===== config.mk =====
export PLATFORM = sky130hd
export DESIGN_NAME = ldc_top
export DESIGN_NICKNAME = d
export VERILOG_FILES = /design/src/rtl/ldc_pkg.sv /design/src/rtl/ldc_top.sv
export SDC_FILE = /design/constraint.sdc
export NUM_CORES = 1
export LEC_CHECK = 0
export BUFFER_PORTS_ARGS = -buffer_cell sky130_fd_sc_hd__buf_2
export CAP_MARGIN = 20
export CORE_MARGIN = 5
export CORE_UTILIZATION = 45
export CTS_CLUSTER_DIAMETER = 50
export DETAILED_ROUTE_END_ITERATION = 6
export HOLD_SLACK_MARGIN = 0.08
export MAX_ROUTING_LAYER = met4
export PLACE_DENSITY_LB_ADDON = 0.08
export SYNTH_ARGS = -nofsm -noshare
export SYNTH_HDL_FRONTEND = slang
export SYNTH_SLANG_ARGS = --single-unit

===== constraint.sdc =====
create_clock -name clk_i -period 3.4 [get_ports clk_i]
set_input_delay 0.68 -clock clk_i [delete_from_list [all_inputs] [get_ports clk_i]]
set_output_delay 0.68 -clock clk_i [all_outputs]
set_load 0.02 [all_outputs]

===== src/rtl/ldc_pkg.sv =====
/*
  Constants for the indicator lamp direct control block: register
  indices, byte addresses, field positions, reset values and masks.
  Assumes a 32-bit classic Wishbone bus with byte addressing.
*/
`default_nettype none
package ldc_pkg;

  ////////////////////////////////////////////////////////////////////
  // Geometry
  localparam int          LDC_LAMPS      = 4;
  localparam int          LDC_DATA_W     = 32;
  localparam int          LDC_ADDR_W     = 8;
  localparam int          LDC_REG_W      = 16;

  ////////////////////////////////////////////////////////////////////
  // Register indices; byte address is four times the index
  localparam logic [7:0]  LDC_IDX_CTRL   = 8'h11;
  localparam logic [7:0]  LDC_IDX_STAT   = 8'h12;
  localparam logic [7:0]  LDC_ADR_CTRL   = LDC_IDX_CTRL << 2;
  localparam logic [7:0]  LDC_ADR_STAT   = LDC_IDX_STAT << 2;

  ////////////////////////////////////////////////////////////////////
  // Control register fields
  localparam int          LDC_POL_LSB    = 12;
  localparam int          LDC_EN_LSB     = 8;
  localparam int          LDC_RSV_LSB    = 4;
  localparam int          LDC_DIR_LSB    = 0;
  localparam logic [15:0] LDC_CTRL_RST   = 16'h0f00;
  localparam logic [15:0] LDC_CTRL_WMASK = 16'hff0f;

  ////////////////////////////////////////////////////////////////////
  // Status register fields
  localparam int          LDC_STAT_LIT   = 0;
  localparam int          LDC_STAT_PIN   = 8;

  ////////////////////////////////////////////////////////////////////
  // Bus answers
  localparam logic [31:0] LDC_RD_ZERO    = 32'h0000_0000;

endpackage

`default_nettype wire


===== src/rtl/ldc_top.sv =====
/*
  Indicator lamp direct control: one 16-bit control register that
  selects, per lamp, the built-in indicator drive or a direct on/off
  bit, plus a polarity bit, and a read-only status register.
  Assumes a classic Wishbone master on clk_i and built-in indicator
  levels produced by logic on the same clock.
*/
// Design decision made here: the Wishbone interface to the registers.
`timescale 1ns/1ns
`default_nettype none

//////////////////////////////////////////////////////////////////////
// Function
// - Bits 15:12 set lamp polarity; 0 drives pin high when lit, 1 low.
// - Bits 11:8 connect the built-in indicator function to each lamp.
// - With the built-in function off, a lamp stays dark unless its direct bit is set.
// - Bits 3:0 switch each lamp on (1) or off (0) directly.
// - Bits 7:4 are reserved, read-only; written zero, read value meaningless.
// - A directly controlled lamp is isolated from the built-in function.
module ldc_top
  import ldc_pkg::*;
(
  // Clock and reset
  input  wire logic                  clk_i,
  input  wire logic                  reset_i,
  // Wishbone slave
  input  wire logic                  wb_cyc_i,
  input  wire logic                  wb_stb_i,
  input  wire logic                  wb_we_i,
  input  wire logic [LDC_ADDR_W-1:0] wb_adr_i,
  input  wire logic [3:0]            wb_sel_i,
  input  wire logic [LDC_DATA_W-1:0] wb_dat_i,
  output logic      [LDC_DATA_W-1:0] wb_dat_o,
  output logic                       wb_ack_o,
  // Built-in indicator drive
  input  wire logic [LDC_LAMPS-1:0]  builtin_lamp_i,
  // Lamp pins
  output logic      [LDC_LAMPS-1:0]  lamp_pin_o
);

  ////////////////////////////////////////////////////////////////////
  // Declarations
  logic [LDC_REG_W-1:0]  ctrl_reg;
  logic [LDC_REG_W-1:0]  ctrl_next;
  logic                  ack_reg;
  logic [LDC_DATA_W-1:0] rdat_reg;
  logic [LDC_DATA_W-1:0] rdat_next;
  logic [LDC_LAMPS-1:0]  lit_reg;
  logic [LDC_LAMPS-1:0]  lit_next;
  logic [LDC_LAMPS-1:0]  pin_reg;
  logic [LDC_LAMPS-1:0]  pin_next;
  logic                  req;
  logic                  wr_fire;
  logic                  wr_ctrl;

  ////////////////////////////////////////////////////////////////////
  // Address decode, shared by read and write paths
  function automatic logic addr_hit(
    input logic [LDC_ADDR_W-1:0] adr,
    input logic [7:0]            target
  );
    addr_hit = (adr[LDC_ADDR_W-1:2] == target[LDC_ADDR_W-1:2]);
  endfunction

  assign req     = wb_cyc_i & wb_stb_i;
  // Write lands on the edge where the master sees ack
  assign wr_fire = req & wb_we_i & ack_reg;
  assign wr_ctrl = wr_fire & addr_hit(wb_adr_i, LDC_ADR_CTRL);

  ////////////////////////////////////////////////////////////////////
  // Acknowledge: one cycle after the request, dropped the cycle after
  always_ff @(posedge clk_i or posedge reset_i) begin
    if (reset_i) begin
      ack_reg <= 1'b0;
    end else begin
      ack_reg <= req & ~ack_reg;
    end
  end

  ////////////////////////////////////////////////////////////////////
  // Control register write, byte lanes 0 and 1 only
  always_comb begin
    ctrl_next = ctrl_reg;
    if (wr_ctrl) begin
      if (wb_sel_i[0]) begin
        ctrl_next[7:0] = wb_dat_i[7:0];
      end
      if (wb_sel_i[1]) begin
        ctrl_next[15:8] = wb_dat_i[15:8];
      end
    end
    // Reserved bits never store, whatever software writes
    ctrl_next = ctrl_next & LDC_CTRL_WMASK;
  end

  always_ff @(posedge clk_i or posedge reset_i) begin
    if (reset_i) begin
      ctrl_reg <= LDC_CTRL_RST;
    end else begin
      ctrl_reg <= ctrl_next;
    end
  end

  ////////////////////////////////////////////////////////////////////
  // Read data, captured with the ack so it stands while ack is high
  always_comb begin
    rdat_next = LDC_RD_ZERO;
    if (req & ~ack_reg & ~wb_we_i) begin
      if (addr_hit(wb_adr_i, LDC_ADR_CTRL)) begin
        rdat_next[LDC_REG_W-1:0] = ctrl_reg & LDC_CTRL_WMASK;
      end else if (addr_hit(wb_adr_i, LDC_ADR_STAT)) begin
        rdat_next[LDC_STAT_LIT +: LDC_LAMPS] = lit_reg;
        rdat_next[LDC_STAT_PIN +: LDC_LAMPS] = pin_reg;
      end
    end
  end

  always_ff @(posedge clk_i or posedge reset_i) begin
    if (reset_i) begin
      rdat_reg <= LDC_RD_ZERO;
    end else begin
      rdat_reg <= rdat_next;
    end
  end

  ////////////////////////////////////////////////////////////////////
  // Per-lamp source select and polarity
  // Software is trusted to clear the enable before using direct bits
  generate
    for (genvar i = 0; i < LDC_LAMPS; i++) begin : g_lamp
      always_comb begin
        if (ctrl_reg[LDC_EN_LSB + i]) begin
          lit_next[i] = builtin_lamp_i[i];
        end else begin
          // Built-in drive is cut off here; only the direct bit counts
          lit_next[i] = ctrl_reg[LDC_DIR_LSB + i];
        end
        pin_next[i] = lit_next[i] ^ ctrl_reg[LDC_POL_LSB + i];
      end
    end
  endgenerate

  // Registered pins keep glitches off the board; costs one cycle
  always_ff @(posedge clk_i or posedge reset_i) begin
    if (reset_i) begin
      lit_reg <= '0;
      pin_reg <= '0;
    end else begin
      lit_reg <= lit_next;
      pin_reg <= pin_next;
    end
  end

  ////////////////////////////////////////////////////////////////////
  // Outputs
  assign wb_ack_o   = ack_reg;
  assign wb_dat_o   = rdat_reg;
  assign lamp_pin_o = pin_reg;

  ////////////////////////////////////////////////////////////////////
  // Per-lamp checks, one set per lamp so a failure names the lamp
  generate
    for (genvar k = 0; k < LDC_LAMPS; k++) begin : g_lamp_chk

    end
  endgenerate
endmodule

`default_nettype wire


# Yosys cells after proc, flatten, opt, wreduce, memory -nomap -nowiden
# Cells that the tools add are included.
# word_totals
ff_bits,37
out_inout_bits,37
in_bits,53
wordCells,32
# classes
n_eq_ne,2
bitwise_logic,12
muxes,10
n_reduce_logical,2
# op_table
operator,n
4-bit 2-to-1 mux,5
16-bit 2-to-1 mux,1
"6-bit by 5-bit equality test with 1-bit output, second input constant",2
1-bit AND,6
1-bit 2-to-1 mux,4
2-bit AND reduction,2
1-bit XOR,4
1-bit NOT,2

# Depth between registers and ports, before layout
# logic_depth
depth_word,5
mapped_depth,4
ltp_nobuf,3

# Least setup slack after synthesis
# OpenSTA, ideal clock, no wires.
# synth_path
path_kind,input -> register
start,input wb_adr_i[7]
end,register ctrl_reg[12]
setup_time_ns,0.125
t_required_ns,3.275
stages,3
n_path_buf,0
arrival_time_ns,1.744
slack_ns,1.532
path_cell_list,nor4b_4 nand4_2 mux2_2
# synth_via
elab_chain_cells,3
# synth_lines
item,line,source
start: declaration,ldc_top.sv:30,"input wire logic [LDC_ADDR_W-1:0] wb_adr_i,"
6-bit by 5-bit equality test with 1-bit output,ldc_top.sv:62,addr_hit = (adr[LDC_ADDR_W-1:2] == target[LDC_ADDR_W-1:2]);
1-bit AND,ldc_top.sv:68,"assign wr_ctrl = wr_fire & addr_hit(wb_adr_i, LDC_ADR_CTRL);"
2-bit AND reduction (no source line),-,
end signal: assignment,ldc_top.sv:100,ctrl_reg <= ctrl_next;
end: declaration,ldc_top.sv:43,logic [LDC_REG_W-1:0] ctrl_reg;
# No other way between the ends.
# A chain may end at the register's enable or synchronous reset.

# Final worst setup path
# layout_path
start,input wb_adr_i[7]
end,register ctrl_reg[15]
# The elaborated chain is that of the path after synthesis.

==> impl_metrics.yaml <==
critical_path:
  required_ps: 3610
  worstSetupPathType: "input port to flip-flop"
  cp_num_buf_inv: 2
  start_kind: "input port"
  cp_slowest_cell: "mux2_2"
  crit_chain: "buf_2, nor4b_4, buf_4, nand4_2, mux2_2"
  cpPeakStageDelay_ps: 370
  critPathTopFamily: "simple AND/OR/NAND/NOR gates"
  worst_setup_path_end_kind: "flip-flop"
  critPathMaxFanout: 19
  crit_arrival_ps: 2000
cells_and_area:
  fin_util_pct: 55.6
  layout-drive-gt1-share_pct: 44.4
  fillCellCount: 295
  antenna_cells: 0
  area_delta_synth_final_pct: 17.6
  nNetsFinal: 221
floorplanning:
  die_width_microns: 66.8
  core_area_sq_um: 3080
  fp.dieH_microns: 66.8
  initial_core_util_pct: 47.2
  die_area_sq_um: 4470
  pin_count: 90
  num_rows: 20
sta:
  maxSlewViolCount: 0
  worstMarginPinSlew_ps: 602
  rsz0062_at_grt: "no"
  skew_ps: 6.65
  slew_headroom_pct: 59.8
  finalCritPeriodShare_pct: 52.7
  hold_viol: 0
  period_needed_ps: 1790
  setup-tns-final_ps: 0
  setup_viol: 0
  max_freq_mhz: 558
synthesis:
  synth.avg_cell_area_sq_um: 12.3
  synthDistinctLibCells: 22
  netlist_area_sq_um: 1450
  synthArstFlopShare_pct: 100
  synthCells: 118
  yosysWarnings: 0
  synth.yosys.seq_area_share_pct: 57.1
  synth_enable_flop_cells: 0
  ys_ff_latch: 33
  synthFlopType: "dfrtp_1"
global_routing:
  grtUsageTotal_pct: 14.2
  gr-total-overflow: 0
  grt_start_max_net_pins: 34
  grtUsageMet1_pct: 15.2
  gr-usage-met3_pct: 6.24
  antenna_found_initial: 0
  top_usage_layer: "met2"
  grt_pass1_wl_mm: 4.38
  grt_pass1_vias: 968
  grt_util_met2_pct: 23.8
routing:
  antenna_left: 0
  route.vias.total: 999
  drt_iter0_drc: 28
  post_drt_wl_per_cell_microns: 13.5
  drc: 0
  routed_wirelength_mm: 2.88
  drtPass1Iterations: 4
  via_per_inst: 4.69
clock_network:
  clk_latency_ps: 320
  htreeDepth: 2
  clk_path_buf_depth: 2
  clock-sinks: 33
  cts_setup_buffers: 0
  postCtsHoldBufs: 0
  cts_root_buf: "clkbuf_4"
  cts_resized: 0
  clk_pin_slew_ps: 100
  cts_made_buffers: 5
  cts_tree: "built"
hold_path:
  min_path_type: "input port to asynchronous set/reset pin"
power:
  p_per_area_nw_per_um2: 387
  vdd_drop_max_uv: 228
  cellLeakagePower_nw: 0.961
flow_run:
  maxCapViolCount: 0
outcome:
  status: "finished clean"
placed_design:
  gp_congestion: 0.791
  dp_hpwl_mm: 2.14
  portBuffers: 45
-- synth_stat cells, drive strengths merged (2+ instances only) --
| master | count | area (sq um) |
|---|---|---|
| xor2 | 4 | 35.0 |
| clkbuf | 3 | 11.3 |
| nand4 | 2 | 18.8 |
| and3 | 4 | 25.0 |
| dfstp | 4 | 105 |
| buf | 21 | 155 |
| nand3 | 16 | 80.1 |
| dfrtp | 29 | 726 |
| nor2b | 2 | 12.5 |
| mux2 | 16 | 180 |
| a21oi | 8 | 40.0 |
-- metrics by stage --
step / setup WS (ps) / hold WS (ps) / instance area (sq um) / total power, mW / std cells
after CTS: 1620 / 434 / 1710 / 0.669 / 213
after detailed placement: 1280 / 469 / 1660 / 0.468 / 205
final: 1610 / 428 / 1710 / 0.662 / 213
after global placement: 1270 / 465 / 1660 / 0.467 / 205
after global routing: 1550 / 465 / 1710 / 0.697 / 213
after floorplan: 1530 / 450 / 1530 / 0.460 / 137
-- layer usage --
metal / wire (microns) / vias to the layer above / share of wire, %
met3: 329 / 2 / 11
met5: 0 / - / 0
li1: - / 468 / -
met2: 1490 / 49 / 52
met4: 12 / 0 / 0.42
met1: 1050 / 480 / 36
-- worst reg2reg max path, delay by kind of cell (launching register included) --
family / cells / cell delay, ps
DFF: 1 / 390
and+or+nand+nor: 2 / 520
muxes: 1 / 370
-- report_power, final --
group	switching, mW	internal (mW)	total [mW]
clock	0.119	0.0824	0.202
sequential	0.00193	0.395	0.397
combinational	0.0441	0.0183	0.0624
total	0.165	0.496	0.662
-- kinds of logic (layout without fill, tap and decap cells) --
group           Yosys count  after routing  share of synthesized area, %
other cells               1             20                         0.258
mux                      16             16                          12.4
compound gates            8              8                          2.75
buf+inv                  25             57                          11.7
simple gates             31             31                          13.3
xor+xnor                  4              4                          2.41
flops                    33             33                          57.1
-- area by class of cell --
type | instances | area [sq um] | share of cell area [%]
sequential | 33 | 831 | 48.6
multi-input combinational | 79 | 524 | 30.7
timing repair buffer | 48 | 248 | 14.5
tap | 44 | 55.1 | 3.22
clock buffer | 8 | 48.8 | 2.85
inverter | 1 | 3.75 | 0.219
-- cells in the final DEF (no fill, tap or decap) --
cell type,n
nand4_2,1
and4_1,1
nor4b_4,1
buf_4,3
xor2_1,4
or3_1,1
nor2_1,1
nand2_1,1
buf_2,45
inv_1,1
dfrtp_1,29
nor2b_1,2
mux2_2,16
clkbuf_4,5
and2_1,1
nand3_1,16
a21oi_1,8
nor3_1,1
clkbuf_1,3
conb_1,20
and3_1,4
dfstp_2,4
nand4_1,1
-- worst paths after layout --
check	startpoint	endpoint	slack [ps]	cells past startpoint
min	reset_i	lit_reg[1]$_DFF_PP0_	430	3
max in group asynchronous	reset_i	ctrl_reg[11]$_DFFE_PP1P_	2650	3
min in group clk_i	wb_ack_o$_DFF_PP0_	wb_ack_o$_DFF_PP0_	480	1
max reg2reg	wb_ack_o$_DFF_PP0_	ctrl_reg[15]$_DFFE_PP0P_	2010	3
min reg2reg	wb_ack_o$_DFF_PP0_	wb_ack_o$_DFF_PP0_	480	1
max	wb_adr_i[7]	ctrl_reg[15]$_DFFE_PP0P_	1610	5
Note: power is estimated with default switching activity, not from simulation.
